$ cat src/shared/fpf_defines.vh
`ifndef FPF_DEFINES_VH
`define FPF_DEFINES_VH
// Printed offsets are not multiples of four, so they are indices; byte address is index times four.
`define FPF_IDX_CMD 12'hff8
`define FPF_IDX_PAGE 12'hff9
`define FPF_IDX_FREQH 12'hffa
`define FPF_IDX_FREQL 12'hffb
`define FPF_IDX_OPT 12'hff0
`define FPF_IDX_OP 12'hff1
`define FPF_CMD_UNLOCK1 8'h73
`define FPF_CMD_UNLOCK2 8'h8c
`define FPF_CMD_PAGE_ERASE 8'h95
`define FPF_CMD_SECT_EN 8'h5e
`define FPF_ST_LOCKED 6'h00
`define FPF_ST_FIRST 6'h01
`define FPF_ST_SECOND 6'h02
`define FPF_ST_UNLOCKED 6'h03
`define FPF_ST_SECT 6'h04
`define FPF_ST_ERASE 6'h10
`define FPF_PAGE_RESET 8'h00
`define FPF_PROT_RESET 8'h00
`define FPF_FREQ_RESET 8'h00
`define FPF_INFO_BIT 7
`define FPF_OPT_WIDTH 6'd43
`define FPF_ERASE_MS 16'd10
`define FPF_RESP_OKAY 2'b00
`define FPF_RESP_SLVERR 2'b10
`endif

$ cat src/rtl/fpf_flash_regs.v
`timescale 1ns/100ps
`include "fpf_defines.vh"
module fpf_flash_regs (
  input wire clk_i,
  input wire rst_n_i,
  input wire debug_mode_i,
  input wire [7:0] opt_data_i,
  input wire [3:0] sector_bits_i,
  input wire [11:0] s_axi_awaddr_i,
  input wire s_axi_awvalid_i,
  output reg s_axi_awready_o,
  input wire [31:0] s_axi_wdata_i,
  input wire [3:0] s_axi_wstrb_i,
  input wire s_axi_wvalid_i,
  output reg s_axi_wready_o,
  output reg [1:0] s_axi_bresp_o,
  output reg s_axi_bvalid_o,
  input wire s_axi_bready_i,
  input wire [11:0] s_axi_araddr_i,
  input wire s_axi_arvalid_i,
  output reg s_axi_arready_o,
  output reg [31:0] s_axi_rdata_o,
  output reg [1:0] s_axi_rresp_o,
  output reg s_axi_rvalid_o,
  input wire s_axi_rready_i,
  output reg [5:0] opt_addr_o,
  output reg opt_loading_o,
  output reg [15:0] flash_addr_hi_o,
  output reg info_area_enable_o,
  output reg [6:0] erase_page_o,
  output reg erase_pulse_o,
  output reg [7:0] sector_protect_o,
  output reg [15:0] flash_clock_khz_o
);
  localparam ST_LOCKED = 6'b000001;
  localparam ST_FIRST = 6'b000010;
  localparam ST_SECOND = 6'b000100;
  localparam ST_UNLOCKED = 6'b001000;
  localparam ST_SECT = 6'b010000;
  localparam ST_ERASE = 6'b100000;

  reg [7:0] page_select_reg;
  reg [7:0] sector_protect_reg;
  reg [7:0] freq_high_byte;
  reg [7:0] freq_low_byte;
  reg [5:0] state_reg;
  reg [5:0] state_next;
  reg [15:0] option_reg;
  reg [5:0] opt_cnt_reg;
  reg [11:0] awaddr_reg;
  reg [7:0] wdata_reg;
  reg aw_have_reg;
  reg w_have_reg;
  reg [2:0] dbg_sync_reg;
  reg dbg_reg;
  wire [15:0] flash_clock_khz_value;
  wire wr_fire;
  wire wr_byte0;
  wire [11:0] wr_idx;
  wire [11:0] rd_idx;
  wire rd_known;
  wire timer_busy;
  wire timer_done;
  wire erase_start;
  reg [7:0] status_code;
  reg [7:0] rd_byte;
  reg [7:0] prot_allowed;

  // Write is performed once both address and data have arrived, in either order.
  assign wr_fire = aw_have_reg && w_have_reg && !s_axi_bvalid_o;
  assign wr_byte0 = s_axi_wstrb_i[0];
  assign wr_idx = {2'b00, awaddr_reg[11:2]} | 12'hc00;
  assign rd_idx = {2'b00, s_axi_araddr_i[11:2]} | 12'hc00;
  assign flash_clock_khz_value = {freq_high_byte, freq_low_byte};

  // Debug input is a pin; three flops, change accepted when last two agree.
  always @(posedge clk_i or negedge rst_n_i) begin
    if (!rst_n_i) begin
      dbg_sync_reg <= 3'b000;
      dbg_reg <= 1'b0;
    end else begin
      dbg_sync_reg <= {dbg_sync_reg[1:0], debug_mode_i};
      if (dbg_sync_reg[1] == dbg_sync_reg[2]) begin
        dbg_reg <= dbg_sync_reg[2];
      end
    end
  end

  // Option load after reset.
  // Reads 43 flash bytes; the first two are the user option bytes and are kept here.
  // The remaining bytes are trim data, so only their addresses are driven from this block.
  always @(posedge clk_i or negedge rst_n_i) begin
    if (!rst_n_i) begin
      opt_cnt_reg <= 6'h00;
      opt_loading_o <= 1'b1;
      opt_addr_o <= 6'h00;
      option_reg <= 16'h0000;
    end else if (opt_loading_o) begin
      if (opt_cnt_reg == 6'h00) begin
        option_reg[7:0] <= opt_data_i;
      end else if (opt_cnt_reg == 6'h01) begin
        option_reg[15:8] <= opt_data_i;
      end
      if (opt_cnt_reg == `FPF_OPT_WIDTH - 6'd1) begin
        opt_loading_o <= 1'b0;
      end else begin
        opt_cnt_reg <= opt_cnt_reg + 6'h01;
        opt_addr_o <= opt_cnt_reg + 6'h01;
      end
    end
  end

  // Unlock sequence decoder.
  // Any write to the command register outside the expected order drops back to locked, except in the erase state, where it is ignored.
  always @* begin
    state_next = state_reg;
    if (timer_done) begin
      state_next = ST_LOCKED;
    end else if (wr_fire && wr_byte0 && wr_idx == `FPF_IDX_CMD && state_reg != ST_ERASE) begin
      state_next = ST_LOCKED;
      case (state_reg)
        ST_LOCKED: begin
          if (wdata_reg == `FPF_CMD_UNLOCK1) begin
            state_next = ST_FIRST;
          end else if (wdata_reg == `FPF_CMD_SECT_EN) begin
            state_next = ST_SECT;
          end
        end
        ST_FIRST: begin
          if (wdata_reg == `FPF_CMD_UNLOCK2) begin
            state_next = ST_SECOND;
          end
        end
        ST_SECOND, ST_UNLOCKED: begin
          if (wdata_reg == `FPF_CMD_PAGE_ERASE) begin
            state_next = ST_ERASE;
          end
        end
        default: begin
          state_next = ST_LOCKED;
        end
      endcase
    end else if (wr_fire && wr_byte0 && wr_idx == `FPF_IDX_PAGE) begin
      // A page write after the second unlock command completes unlocking.
      if (state_reg == ST_SECOND) begin
        state_next = ST_UNLOCKED;
      end else if (state_reg == ST_SECT) begin
        state_next = ST_LOCKED;
      end
    end
  end

  // Debug writes either value.
  // Outside debug the old bits are ORed in, so an attempt to clear leaves them set.
  always @* begin
    if (dbg_reg) begin
      prot_allowed = wdata_reg;
    end else begin
      prot_allowed = sector_protect_reg | wdata_reg;
    end
  end

  // Register updates; all reset to zero except the state, which resets to ST_LOCKED.
  always @(posedge clk_i or negedge rst_n_i) begin
    if (!rst_n_i) begin
      state_reg <= ST_LOCKED;
      page_select_reg <= `FPF_PAGE_RESET;
      sector_protect_reg <= `FPF_PROT_RESET;
      freq_high_byte <= `FPF_FREQ_RESET;
      freq_low_byte <= `FPF_FREQ_RESET;
    end else begin
      state_reg <= state_next;
      if (wr_fire && wr_byte0) begin
        if (wr_idx == `FPF_IDX_PAGE) begin
          if (state_reg == ST_SECT) begin
            sector_protect_reg <= prot_allowed;
          end else if (state_reg != ST_ERASE) begin
            page_select_reg <= wdata_reg;
          end
        end
        if (wr_idx == `FPF_IDX_FREQH) begin
          freq_high_byte <= wdata_reg;
        end
        if (wr_idx == `FPF_IDX_FREQL) begin
          freq_low_byte <= wdata_reg;
        end
      end
    end
  end

  // The return to locked lands one edge after done rises, so the erase state is still set while done is high.
  // Without this guard that edge would launch a second erase pulse on a page that may then change.
  assign erase_start = (state_reg == ST_ERASE) && !timer_done;

  // Erase pulse timing from kilohertz value.
  fpf_pulse_timer u_timer (
    .clk_i(clk_i),
    .rst_n_i(rst_n_i),
    .start_i(erase_start),
    .freq_khz_i(flash_clock_khz_value),
    .busy_o(timer_busy),
    .done_o(timer_done)
  );

  // Outputs to the flash array, registered.
  always @(posedge clk_i or negedge rst_n_i) begin
    if (!rst_n_i) begin
      flash_addr_hi_o <= 16'h0000;
      info_area_enable_o <= 1'b0;
      erase_page_o <= 7'h00;
      erase_pulse_o <= 1'b0;
      sector_protect_o <= 8'h00;
      flash_clock_khz_o <= 16'h0000;
    end else begin
      flash_addr_hi_o <= {page_select_reg[6:0], 9'h000};
      info_area_enable_o <= page_select_reg[`FPF_INFO_BIT];
      erase_page_o <= page_select_reg[6:0];
      // Under debug the erase pulse ignores protection; sector_protect_o still shows the locked sectors then.
      erase_pulse_o <= timer_busy && (dbg_reg || !sector_protect_reg[page_select_reg[2:0]]);
      sector_protect_o <= sector_protect_reg & {{4{sector_bits_i[3]}}, {2{sector_bits_i[1]}}, 2'b11};
      flash_clock_khz_o <= flash_clock_khz_value;
    end
  end

  // Status code presented at the command address.
  // The erase code keeps its low three bits zero, since no program operation exists in this block.
  always @* begin
    case (state_reg)
      ST_LOCKED: status_code = {2'b00, `FPF_ST_LOCKED};
      ST_FIRST: status_code = {2'b00, `FPF_ST_FIRST};
      ST_SECOND: status_code = {2'b00, `FPF_ST_SECOND};
      ST_UNLOCKED: status_code = {2'b00, `FPF_ST_UNLOCKED};
      ST_SECT: status_code = {2'b00, `FPF_ST_SECT};
      ST_ERASE: status_code = {2'b00, `FPF_ST_ERASE};
      default: status_code = 8'h00;
    endcase
  end

  // Read mux; the shared address reads back the page select value.
  always @* begin
    case (rd_idx)
      `FPF_IDX_CMD: rd_byte = status_code;
      `FPF_IDX_PAGE: rd_byte = page_select_reg;
      `FPF_IDX_FREQH: rd_byte = freq_high_byte;
      `FPF_IDX_FREQL: rd_byte = freq_low_byte;
      `FPF_IDX_OPT: rd_byte = option_reg[7:0];
      `FPF_IDX_OP: rd_byte = sector_protect_reg;
      default: rd_byte = 8'h00;
    endcase
  end
  assign rd_known = (rd_idx >= `FPF_IDX_OPT && rd_idx <= `FPF_IDX_OP) ||
                    (rd_idx >= `FPF_IDX_CMD && rd_idx <= `FPF_IDX_FREQL);

  // AXI write channel: capture address and data independently, respond after both.
  always @(posedge clk_i or negedge rst_n_i) begin
    if (!rst_n_i) begin
      s_axi_awready_o <= 1'b1;
      s_axi_wready_o <= 1'b1;
      aw_have_reg <= 1'b0;
      w_have_reg <= 1'b0;
      awaddr_reg <= 12'h000;
      wdata_reg <= 8'h00;
      s_axi_bvalid_o <= 1'b0;
      s_axi_bresp_o <= `FPF_RESP_OKAY;
    end else begin
      if (s_axi_awvalid_i && s_axi_awready_o) begin
        awaddr_reg <= s_axi_awaddr_i;
        aw_have_reg <= 1'b1;
        s_axi_awready_o <= 1'b0;
      end
      if (s_axi_wvalid_i && s_axi_wready_o) begin
        wdata_reg <= s_axi_wdata_i[7:0];
        w_have_reg <= 1'b1;
        s_axi_wready_o <= 1'b0;
      end
      if (wr_fire) begin
        s_axi_bvalid_o <= 1'b1;
        s_axi_bresp_o <= ((wr_idx >= `FPF_IDX_CMD && wr_idx <= `FPF_IDX_FREQL) ? `FPF_RESP_OKAY
                          : `FPF_RESP_SLVERR);
      end
      if (s_axi_bvalid_o && s_axi_bready_i) begin
        s_axi_bvalid_o <= 1'b0;
        aw_have_reg <= 1'b0;
        w_have_reg <= 1'b0;
        s_axi_awready_o <= 1'b1;
        s_axi_wready_o <= 1'b1;
      end
    end
  end

  // AXI read channel: one read at a time, answer one cycle after acceptance.
  always @(posedge clk_i or negedge rst_n_i) begin
    if (!rst_n_i) begin
      s_axi_arready_o <= 1'b1;
      s_axi_rvalid_o <= 1'b0;
      s_axi_rdata_o <= 32'h00000000;
      s_axi_rresp_o <= `FPF_RESP_OKAY;
    end else begin
      if (s_axi_arvalid_i && s_axi_arready_o) begin
        s_axi_arready_o <= 1'b0;
        s_axi_rvalid_o <= 1'b1;
        s_axi_rdata_o <= {24'h000000, rd_byte};
        s_axi_rresp_o <= rd_known ? `FPF_RESP_OKAY : `FPF_RESP_SLVERR;
      end else if (s_axi_rvalid_o && s_axi_rready_i) begin
        s_axi_rvalid_o <= 1'b0;
        s_axi_arready_o <= 1'b1;
      end
    end
  end
endmodule // fpf_flash_regs

$ cat src/rtl/fpf_pulse_timer.v
`timescale 1ns/100ps
`include "fpf_defines.vh"
// Counts an erase pulse: freq_khz cycles form one millisecond, repeated FPF_ERASE_MS times.
module fpf_pulse_timer (
  input wire clk_i,
  input wire rst_n_i,
  input wire start_i,
  input wire [15:0] freq_khz_i,
  output reg busy_o,
  output reg done_o
);
  reg [15:0] tick_reg;
  reg [15:0] ms_reg;

  // A zero frequency still ends after one tick per millisecond rather than hanging.
  always @(posedge clk_i or negedge rst_n_i) begin
    if (!rst_n_i) begin
      tick_reg <= 16'h0000;
      ms_reg <= 16'h0000;
      busy_o <= 1'b0;
      done_o <= 1'b0;
    end else begin
      done_o <= 1'b0;
      if (start_i && !busy_o) begin
        busy_o <= 1'b1;
        tick_reg <= 16'h0000;
        ms_reg <= 16'h0000;
      end else if (busy_o) begin
        if (tick_reg + 16'h0001 >= freq_khz_i) begin
          tick_reg <= 16'h0000;
          if (ms_reg + 16'h0001 >= `FPF_ERASE_MS) begin
            busy_o <= 1'b0;
            done_o <= 1'b1;
          end else begin
            ms_reg <= ms_reg + 16'h0001;
          end
        end else begin
          tick_reg <= tick_reg + 16'h0001;
        end
      end
    end
  end
endmodule // fpf_pulse_timer

$ cat config.mk
export PLATFORM = sky130hd
export DESIGN_NAME = fpf_flash_regs
export DESIGN_NICKNAME = d
export VERILOG_FILES = /design/src/rtl/fpf_flash_regs.v /design/src/rtl/fpf_pulse_timer.v
export VERILOG_INCLUDE_DIRS = /design/src /design/src/shared
export SDC_FILE = /design/constraint.sdc
export NUM_CORES = 1
export LEC_CHECK = 0
export ABC_CLOCK_PERIOD_IN_PS = 5180
export BUFFER_PORTS_ARGS = -buffer_cell sky130_fd_sc_hd__buf_2
export CORE_MARGIN = 5
export CORE_UTILIZATION = 54
export DETAILED_ROUTE_END_ITERATION = 10
export GPL_ROUTABILITY_DRIVEN = 0
export HOLD_SLACK_MARGIN = 0.02
export PLACE_DENSITY = 0.8
export SYNTH_ARGS = -nofsm -noshare
export SYNTH_HDL_FRONTEND = slang
export SYNTH_HIERARCHICAL = 1
export SYNTH_SLANG_ARGS = --single-unit
$ cat constraint.sdc
create_clock -name clk_i -period 5.18 [get_ports clk_i]
set_clock_uncertainty 0.1 [all_clocks]
set_input_delay 0.518 -clock clk_i [delete_from_list [all_inputs] [get_ports clk_i]]
set_output_delay 0.518 -clock clk_i [all_outputs]
set_load 0.01 [all_outputs]
==> results of run 1 <==
metrics by stage:
stage | utilization (%) | area [sq um] | hold WS (ns) | instances
2_1_floorplan | - | 7854 | 0.1224 | 702
3_3_place_gp | 59.27 | 8259 | 0.2483 | 936
3_5_place_dp | 59.27 | 8259 | 0.2482 | 936
4_1_cts | 63.96 | 8912 | 0.08837 | 968
5_1_grt | 63.96 | 8912 | 0.08971 | 968
6_report | 63.96 | 8912 | 0.1066 | 968
synth_stat cells, types with 3 or more instances:
| master | count | area (sq um) |
|---|---|---|
| dfrtp_1 | 154 | 3854 |
| and2_2 | 5 | 37.54 |
| dfstp_2 | 5 | 131.4 |
| nor3_1 | 7 | 35.03 |
| o31ai_1 | 3 | 22.52 |
| xor2_1 | 10 | 87.58 |
| xnor2_1 | 15 | 131.4 |
| a22o_1 | 25 | 219.0 |
| nand4_1 | 10 | 62.56 |
| nor4b_1 | 3 | 26.28 |
| inv_1 | 31 | 116.4 |
| buf_4 | 43 | 322.8 |
| ha_1 | 22 | 275.3 |
| o21ai_1 | 4 | 20.02 |
| and2_1 | 14 | 87.58 |
| nor2b_1 | 4 | 25.02 |
| mux2_2 | 60 | 675.7 |
| a21oi_1 | 12 | 60.06 |
| nand4b_1 | 5 | 43.79 |
| a22oi_1 | 4 | 30.03 |
| clkbuf_1 | 9 | 33.78 |
| a21o_1 | 7 | 52.55 |
| nand3_1 | 23 | 115.1 |
| and4_1 | 3 | 26.28 |
| and3_1 | 10 | 62.56 |
| mux2i_1 | 11 | 110.1 |
| o21ai_0 | 29 | 145.1 |
| o221ai_1 | 5 | 43.79 |
| or4_1 | 4 | 30.03 |
| a31oi_1 | 5 | 31.28 |
| nor2_1 | 32 | 120.1 |
| nand2_1 | 39 | 146.4 |
path summary, 6_finish.rpt:
| check | cells after the start | end | from | slack [ns] |
|---|---|---|---|---|
| max reg2reg | 13 | u_timer/ms_reg[0]$_DFFE_PN0P_ | u_timer/tick_reg[2]$_DFFE_PN0P_ | 0.80 |
| min reg2reg | 0 | dbg_sync_reg[1]$_DFF_PN0_ | dbg_sync_reg[0]$_DFF_PN0_ | 0.26 |
| min in group clk_i | 1 | dbg_sync_reg[0]$_DFF_PN0_ | debug_mode_i | 0.11 |
| min | 1 | sector_protect_o[3]$_DFF_PN0_ | rst_n_i | 0.11 |
| max | 13 | u_timer/ms_reg[0]$_DFFE_PN0P_ | u_timer/tick_reg[2]$_DFFE_PN0P_ | 0.80 |
| max in group asynchronous | 2 | opt_cnt_reg[3]$_DFFE_PN0P_ | rst_n_i | 3.62 |
layout make-up:
class | count | area [sq um] | area share, %
Clock buffer | 19 | 442.9 | 4.970
Sequential cell | 159 | 3985 | 44.71
Timing Repair Buffer | 110 | 561.8 | 6.304
Tap cell | 180 | 225.2 | 2.527
Clock inverter | 13 | 210.2 | 2.359
Multi-Input combinational cell | 456 | 3371 | 37.82
Inverter | 31 | 116.4 | 1.306
report_power, final:
group          leakage, uW  internal (uW)  switching, uW
clock network     0.000314            870            502
registers          0.00212           1350            154
logic              0.00199            145            151
total              0.00443           2370            807
kinds of logic after synthesis:
kind of cell | synth area share [%]
AOI/OAI and AO/OA | 10.77
xor gates and xnor gates | 2.834
adders and majority gates | 3.692
buffers and inverters | 6.445
DFF | 51.58
muxes | 10.75
other | 0.04854
and+or+nand+nor | 13.88
per-layer routing:
layer	vias up	part of all wire [%]
met5	-	0
met4	0	3.1
met3	44	7.9
met2	262	48
met1	2826	41
li1	2548	-
==> impl_metrics.tcl, run 1 <==
set metrics [dict create \
    status "finished clean" \
    nets 877 \
    syn-cell-area_sq_um 7726 \
    hp-class "in2async" \
    grt_usage_pct 22.39 \
    synth_seq_cells 159 \
    fmax_mhz 228.4 \
    final_common_cell "dfrtp_1" \
    fp.dieH_um 129.6 \
    htreeDepth 4 \
    syn_avg_cell_area_sq_um 11.57 \
    wl_per_cell_um 18.52 \
    postRouteAntennaNets 0 \
    crit_family "compound AO/OA/AOI/OAI gates" \
    crit_type "reg2reg" \
    finalCritPeriodShare_pct 84.51 \
    die_w_um 129.6 \
    maxCapViolations 0 \
    hpwlAfterDp_um 12770 \
    final_hold_viol_count 0 \
    end_kind "flop" \
    power_density_nw_per_um2 356.4 \
    clk_latency_ns 0.42 \
    ys_seq_area_share_pct 51.58 \
    clock_sinks 159 \
    synthToLayoutAreaGrowth_pct 15.35 \
    cts_resized 0 \
    dieArea_sq_um 16800 \
    crit_fanout 14 \
    drt_iter0_markers 545 \
    met2_usage_pct 35.34 \
    finalSetupTns_ns 0 \
    cts_root_buf "clkbuf_16" \
    gr-usage-met1_pct 29.23 \
    hold_buffers 0 \
    grt-ovfl-total 0 \
    synth_edf_count 0 \
    leakagePower_uw 0.004432 \
    crit_buf_inv 0 \
    crit_required_ns 5.44 \
    synth_cells 668 \
    gr-max-usage-layer "met2" \
    grt_max_degree 104 \
    rows 43 \
    met3_usage_pct 6.059 \
    via_per_inst 5.868 \
    antenna_found_initial 0 \
    clk_path_buf_depth 2 \
    ys_warn_count 6 \
    initial_utilization_pct 55.45 \
    synth.distinct_cells 75 \
    ios 177 \
    fillers 1095 \
    clk_pin_slew_ns 0.06 \
    cp_slowest_stage_delay_ns 0.60 \
    via_count 5680 \
    cts_buffers 17 \
    grt_pass1_vias 5889 \
    fin_ws_ns 0.8026 \
    finalPower_uw 3176 \
    slew_violations 0 \
    crit_chain "and4_1 > and4_1 > and3_1 > and3_1 > xor2_1 > ha_1 > a211oi_1 > nor2_1 > a2111oi_0 > o21ai_0 > nand2_1 > a2bb2oi_2 > mux2_2" \
    drive_above_1_share_pct 29.06 \
    portBuffers 108 \
    rsz0062_at_grt "no" \
    dr.pass1.iters 5 \
    ir_drop_uv 305.5 \
    core_sq_um 13930 \
    drc 0 \
    cts_tree "yes" \
    post_cts.repair.setup_buffers 0 \
    drt_wl_total_um 17920 \
    setup_viol 0 \
    antenna_cells 0 \
    worst_slew_pin_slew_ns 1.231 \
    period_needed_ns 4.377 \
    synthFlopType "dfrtp_1" \
    async_reset_ff_share_pct 100.0 \
    grt_pass1_wl_um 29580 \
    cp_slowest_cell "a2111oi_0" \
    worst-endpoint-arrival_ns 4.64 \
    layout_common_cells "dfrtp_1, buf_2, mux2_2, nand2_1, conb_1" \
    crit_path_start_kind "flop" \
    relSlewSlack_pct 17.60 \
    place_ws_ns 0.8942 \
]
No activity file was read; power rests on OpenSTA's default activity.
==> run 2: changes to the inputs <==
--- a/config.mk
+++ b/config.mk
@@ -6,14 +6,14 @@
 export SDC_FILE = /design/constraint.sdc
 export NUM_CORES = 1
 export LEC_CHECK = 0
-export ABC_CLOCK_PERIOD_IN_PS = 5180
+export ABC_CLOCK_PERIOD_IN_PS = 3610
 export BUFFER_PORTS_ARGS = -buffer_cell sky130_fd_sc_hd__buf_2
 export CORE_MARGIN = 5
-export CORE_UTILIZATION = 54
+export CORE_UTILIZATION = 49
 export DETAILED_ROUTE_END_ITERATION = 10
 export GPL_ROUTABILITY_DRIVEN = 0
 export HOLD_SLACK_MARGIN = 0.02
-export PLACE_DENSITY = 0.8
+export PLACE_DENSITY = 0.76
 export SYNTH_ARGS = -nofsm -noshare
 export SYNTH_HDL_FRONTEND = slang
 export SYNTH_HIERARCHICAL = 1
==> constraint.sdc (replaced) <==
create_clock -name clk_i -period 3.61 [get_ports clk_i]
set_clock_uncertainty 0.1 [all_clocks]
set_input_delay 0.361 -clock clk_i [delete_from_list [all_inputs] [get_ports clk_i]]
set_output_delay 0.361 -clock clk_i [all_outputs]
set_load 0.01 [all_outputs]
==> impl_metrics.tcl, run 2 (synthesis results as in run 1) <==
set metrics [dict create \
    fp.dieH_um 135.6 \
    period_needed_ns 3.470 \
    htreeDepth 4 \
    grt-ovfl-total 0 \
    ir_drop_uv 327.9 \
    via_per_inst 5.369 \
    r2r_slack_ns 0.14 \
    r2r_end "u_timer/ms_reg[2]$_DFFE_PN0P_" \
    antenna_found_initial 0 \
    hp-class "in2reg" \
    cp_slowest_stage_delay_ns 0.38 \
    die_w_um 135.6 \
    cts_tree "yes" \
    multiInputGateArea_sq_um 3395 \
    clk_latency_ns 0.43 \
    reg2reg_depth 15 \
    cts_root_buf "clkbuf_16" \
    hold_depth 2 \
    layout_common_cells "dfrtp_1, buf_2, mux2_2, nand2_1, conb_1" \
    grt_pass1_vias 5527 \
    portBuffers 108 \
    fmax_mhz 288.2 \
    slew_violations 0 \
    grt_pass1_wl_um 28080 \
    wl_per_cell_um 16.77 \
    grt_usage_pct 19.42 \
    core_sq_um 15660 \
    via_count 5568 \
    clk_pin_slew_ns 0.06 \
    ios 177 \
    final_common_cell "dfrtp_1" \
    crit_chain "and4_1 > and4_1 > and3_1 > buf_4 > xor2_1 > ha_1 > nand4_1 > buf_4 > nor2_1 > o2111ai_1 > o21ai_1 > nand2_2 > a2bb2oi_2 > buf_4 > a221o_1" \
    synthToLayoutAreaGrowth_pct 18.23 \
    fillers 1324 \
    status "finished clean" \
    rsz0062_at_grt "yes" \
    finalPower_uw 4184 \
    drt_iter0_markers 351 \
    clock_sinks 159 \
    placedCellCount 996 \
    final_hold_viol_count 0 \
    worst-endpoint-arrival_ns 3.68 \
    cp_slowest_cell "dfrtp_1" \
    setup_viol 0 \
    dieArea_sq_um 18380 \
    end_kind "flop" \
    leakagePower_uw 0.004549 \
    power_density_nw_per_um2 458.0 \
    dr.pass1.iters 5 \
    hp-start "s_axi_awaddr_i[5]" \
    crit_fanout 9 \
    crit_top_cell "buf_4" \
    crit_type "reg2reg" \
    hold_end "awaddr_reg[5]$_DFFE_PN0P_" \
    rows 46 \
    antenna_cells 0 \
    postRouteAntennaNets 0 \
    cts_buffers 17 \
    regArea_sq_um 3986 \
    maxCapViolations 0 \
    hpwlAfterDp_um 12630 \
    final_cells 1037 \
    drc 0 \
    finalCritPeriodShare_pct 96.12 \
    rr_startpoint "u_timer/tick_reg[2]$_DFFE_PN0P_" \
    crit_required_ns 3.82 \
    initial_utilization_pct 49.35 \
    grt_max_degree 88 \
    crit_path_start_kind "flop" \
    drive_above_1_share_pct 31.91 \
    nets 910 \
    drt_wl_total_um 17390 \
    clk_path_buf_depth 2 \
    relSlewSlack_pct 42.94 \
    worst_slew_pin_slew_ns 0.8543 \
]
run 2: cell types whose count changed in the layout (fill, tap and decap cells not counted), moves of 2 or more:
| cell | delta |
|---|---|
| buf_4 | +24 |
| dlygate4sd3_1 | +6 |
| bufinv_16 | -5 |
| clkinv_2 | +5 |
| clkinv_4 | -2 |
| nor2_1 | -2 |
| nor2_2 | +2 |
run 2: through the flow:
stage	hold slack, ns	TNS [ns]	utilization, %	worst slack, ns	area (sq um)
after global routing	0.04251	-0.1195	58.35	-0.02831	9135
final	0.05510	0	58.35	0.1402	9135
after floorplan	-0.03459	0	-	0.04145	7855
after global placement	0.2404	0	54.28	0.1618	8498
after CTS	0.04376	0	58.03	0.08013	9085
after detailed placement	0.2397	0	54.28	0.1122	8498
run 2: final cells by class:
class / count / share of cell area, %
Inverter: 31 / 1.274
Tap cell: 216 / 2.958
Multi-Input combinational cell: 456 / 37.16
Timing Repair Buffer: 143 / 9.204
Clock inverter: 11 / 0.7259
Sequential cell: 159 / 43.64
Clock buffer: 21 / 5.040
run 2: worst max path at each step:
stage / slack [ns] / cells past startpoint / endpoint / startpoint
after global routing: -0.03 / 16 / u_timer/tick_reg[13]$_DFFE_PN0P_ / u_timer/tick_reg[2]$_DFFE_PN0P_
after global placement: 0.16 / 14 / u_timer/ms_reg[2]$_DFFE_PN0P_ / u_timer/tick_reg[4]$_DFFE_PN0P_
after CTS: 0.08 / 15 / u_timer/ms_reg[0]$_DFFE_PN0P_ / u_timer/tick_reg[4]$_DFFE_PN0P_
after detailed placement: 0.11 / 16 / u_timer/tick_reg[15]$_DFFE_PN0P_ / u_timer/tick_reg[4]$_DFFE_PN0P_
final: 0.14 / 15 / u_timer/ms_reg[2]$_DFFE_PN0P_ / u_timer/tick_reg[2]$_DFFE_PN0P_
after floorplan: 0.04 / 15 / u_timer/ms_reg[2]$_DFFE_PN0P_ / u_timer/tick_reg[2]$_DFFE_PN0P_
run 2: power breakdown:
part / total [uW] / leakage [uW] / switching (uW) / internal, uW
Clock: 1610 / 0.000259 / 702 / 906
Sequential: 2150 / 0.00212 / 209 / 1940
Combinational: 424 / 0.00217 / 208 / 217
Total: 4180 / 0.00455 / 1120 / 3070
run 2: timing repair:
item | in CTS | in global routing
gates resized for setup | 0 | 9
setup buffers | 0 | 2
endpoints found under the hold margin | 86 | 0
hold buffers | 6 | 0
endpoints found under the setup margin | 0 | 30
run 2: critical path, delay by kind of cell, from the launching register on:
kind,cells,cell delay (ns)
buffers and inverters,3,0.49
xor gates and xnor gates,1,0.16
and+or+nand+nor,6,0.98
AOI/OAI and AO/OA,4,0.90
adders and majority gates,1,0.33
DFF,1,0.38
run 2: layer usage:
metal | global-route usage [%] | wire, um | vias up
met5 | 0 | 0 | -
li1 | - | - | 2624
met2 | 30.37 | 8280 | 167
met1 | 26.52 | 7791 | 2750
met3 | 4.792 | 992 | 27
met4 | 6.943 | 327 | 0
==> run 3: changes to the inputs <==
--- a/config.mk
+++ b/config.mk
@@ -13,8 +13,7 @@
 export DETAILED_ROUTE_END_ITERATION = 10
 export GPL_ROUTABILITY_DRIVEN = 0
 export HOLD_SLACK_MARGIN = 0.02
-export PLACE_DENSITY = 0.76
+export PLACE_DENSITY = 0.77
 export SYNTH_ARGS = -nofsm -noshare
 export SYNTH_HDL_FRONTEND = slang
-export SYNTH_HIERARCHICAL = 1
 export SYNTH_SLANG_ARGS = --single-unit
==> impl_metrics.tcl, run 3 <==
set metrics [dict create \
    cts_tree "yes" \
    setup_viol 0 \
    hp-start "s_axi_wvalid_i" \
    wl_per_cell_um 15.92 \
    cp_slowest_stage_delay_ns 0.44 \
    worst-endpoint-arrival_ns 3.56 \
    ys_seq_area_share_pct 52.77 \
    hpwlAfterDp_um 11720 \
    period_needed_ns 3.356 \
    synthToLayoutAreaGrowth_pct 16.19 \
    synthMostInstantiatedCell "dfrtp_1" \
    cts_root_buf "clkbuf_16" \
    grt-ovfl-total 0 \
    power_density_nw_per_um2 475.5 \
    final_hold_viol_count 0 \
    clk_path_buf_depth 2 \
    p_int_uw 3105 \
    syn_avg_cell_area_sq_um 11.07 \
    finalPower_uw 4172 \
    rows 45 \
    yosysTopAreaCellShare_pct 51.03 \
    postRouteAntennaNets 0 \
    placedCellCount 970 \
    maxCapViolations 0 \
    hold_depth 2 \
    clk_latency_ns 0.42 \
    crit_type "reg2reg" \
    end_kind "flop" \
    r2r_slack_ns 0.25 \
    clk_pin_slew_ns 0.06 \
    ir_drop_uv 395.4 \
    synthFlopType "dfrtp_1" \
    drt_wl_total_um 16020 \
    via_count 5324 \
    hp-class "in2reg" \
    crit_family "simple AND/OR/NAND/NOR gates" \
    initial_utilization_pct 49.86 \
    crit_chain "ha_1 > nand3_1 > nor2_1 > nand2_1 > nor2_1 > nand2_1 > xor2_1 > inv_1 > ha_1 > and4_1 > o21ai_0 > o21ai_1 > and4_4 > a21oi_2 > buf_4 > mux2_2" \
    layout_common_cells "dfrtp_1, buf_2, nand2_1, mux2_2, o21ai_0" \
    r2r_end "u_timer.ms_reg[0]$_DFFE_PN0P_" \
    grt_pass1_wl_um 26160 \
    status "finished clean" \
    slew_violations 0 \
    p_sw_uw 1067 \
    crit_required_ns 3.81 \
    drc 0 \
    rsz0062_at_grt "no" \
    via_per_inst 5.292 \
    grt_usage_pct 18.35 \
    post_cts.repair.setup_buffers 0 \
    crit_buf_inv 2 \
    grt_pass1_vias 5199 \
    synth.area.top_cells "dfrtp_1, mux2_2, buf_4" \
    cp_slowest_cell "dfrtp_1" \
    ios 177 \
    nets 907 \
    grt_max_degree 95 \
    final_common_cell "dfrtp_1" \
    fmax_mhz 297.9 \
    pwr-share-comb_pct 9.0 \
    hold_end "s_axi_wready_o$_DFFE_PN1P_" \
    synth_seq_cells 159 \
    drive_above_1_share_pct 27.87 \
    crit_path_start_kind "flop" \
    relSlewSlack_pct 31.11 \
    antenna_cells 0 \
    core_sq_um 15150 \
    htreeDepth 4 \
    final_util_pct 57.93 \
    reg2reg_depth 16 \
    portBuffers 108 \
    synth_cells 682 \
    worst_slew_pin_slew_ns 1.031 \
    synth_edf_count 0 \
    switching_share_pct 25.58 \
    cts_buffers 17 \
    fp.dieH_um 134.2 \
    dr.pass1.iters 6 \
    antenna_found_initial 0 \
    drt_iter0_markers 343 \
    seq_power_share_pct 51.6 \
    dieArea_sq_um 18000 \
    ys_warn_count 0 \
    p_clk_share_pct 39.3 \
    synth.distinct_cells 70 \
    final_cells 1006 \
    leakagePower_uw 0.004330 \
    async_reset_ff_share_pct 100.0 \
    synth_top_area_cell "dfrtp_1" \
    finalSetupTns_ns 0 \
    syn-cell-area_sq_um 7552 \
    ys_top_cells_by_count "dfrtp_1, nand2_1, mux2_2, o21ai_0, buf_4" \
    rr_startpoint "u_timer.tick_reg[0]$_DFFE_PN0P_" \
    finalCritPeriodShare_pct 92.98 \
    clock_sinks 159 \
    crit_fanout 6 \
    die_w_um 134.2 \
]
## run 3: cell count changes after synthesis, sizes merged, moves of 7 or more
cell    change
o21ai      +13
nand2b      +7
nand2      +37
mux2       -14
nand3      -10
nor2        +9
and3        -7
a22o        -9
## run 3: worst max-delay path by stage
| stage | start | endpoint | slack, ns | cells after the start |
|---|---|---|---|---|
| final | u_timer.tick_reg[0]$_DFFE_PN0P_ | u_timer.ms_reg[0]$_DFFE_PN0P_ | 0.25 | 16 |
| after global placement | u_timer.tick_reg[0]$_DFFE_PN0P_ | u_timer.ms_reg[0]$_DFFE_PN0P_ | 0.23 | 15 |
| after CTS | u_timer.tick_reg[0]$_DFFE_PN0P_ | u_timer.ms_reg[0]$_DFFE_PN0P_ | 0.11 | 15 |
| after global routing | u_timer.tick_reg[0]$_DFFE_PN0P_ | u_timer.ms_reg[4]$_DFFE_PN0P_ | 0.003 | 15 |
| after detailed placement | u_timer.tick_reg[0]$_DFFE_PN0P_ | u_timer.ms_reg[0]$_DFFE_PN0P_ | 0.16 | 15 |
| after floorplan | u_timer.tick_reg[0]$_DFFE_PN0P_ | u_timer.tick_reg[15]$_DFFE_PN0P_ | 0.44 | 13 |
## run 3: kinds of logic (layout without fill, tap and decap cells)
group	after synthesis	in the layout	synth area share (%)
AOI/OAI and AO/OA	111	111	9.659
xor gates and xnor gates	23	23	2.667
adders and majority gates	23	23	3.777
buffers and inverters	85	187	6.428
DFF	159	159	52.77
muxes	57	57	8.648
other	1	35	0.04965
and+or+nand+nor	223	223	16.00
## run 3: power by group through the flow
stage	Combinational, uW	Clock, uW	Sequential [uW]
2_1_floorplan	263	0	2110
3_3_place_gp	366	0	2170
3_5_place_dp	379	0	2180
4_1_cts	384	1670	2150
5_1_grt	425	1750	2180
6_report	377	1640	2150
## run 3: layer usage
metal	wire length, um	share of wire (%)	vias up	track usage [%]
li1	-	-	2561	-
met1	7240	45	2609	25.33
met2	7587	47	134	28.89
met3	861	5.4	20	4.089
met4	327	2.0	0	6.335
met5	0	0	-	0
## run 3: layout make-up
| type | count | area, sq um |
|---|---|---|
| clock buffers | 26 | 509.2 |
| clock inverters | 6 | 35.03 |
| fillers | 1295 | 6371 |
| inverters | 29 | 108.9 |
| multi-input cells | 472 | 3209 |
| flip-flops and latches | 159 | 3985 |
| well taps | 188 | 235.2 |
| repair buffers | 126 | 691.9 |
## run 3: metrics by stage
stage / worst slack, ns / hold WS, ns / area, sq um
2_1_floorplan: 0.4369 / -0.03459 / 7680
3_3_place_gp: 0.2312 / 0.2334 / 8190
3_5_place_dp: 0.1623 / 0.2403 / 8190
4_1_cts: 0.1147 / 0.04100 / 8775
5_1_grt: 0.003109 / 0.05660 / 8775
6_report: 0.2535 / 0.05960 / 8775
## run 3: worst reg2reg max path, delay by kind of cell, from the launching register on
family	cells	cell delay [ns]
AND/OR/NAND/NOR	7	1.14
adder cells (fa/ha/maj)	2	0.54
flip-flops	1	0.44
AO/OA/AOI/OAI	3	0.37
multiplexers	1	0.25
buffers and inverters	2	0.23
XOR/XNOR	1	0.16
## run 3: timing repair
action	CTS	global route
hold buffers	4	0
hold endpoints to repair	90	0
setup endpoints to repair	0	15
resized for setup	0	2
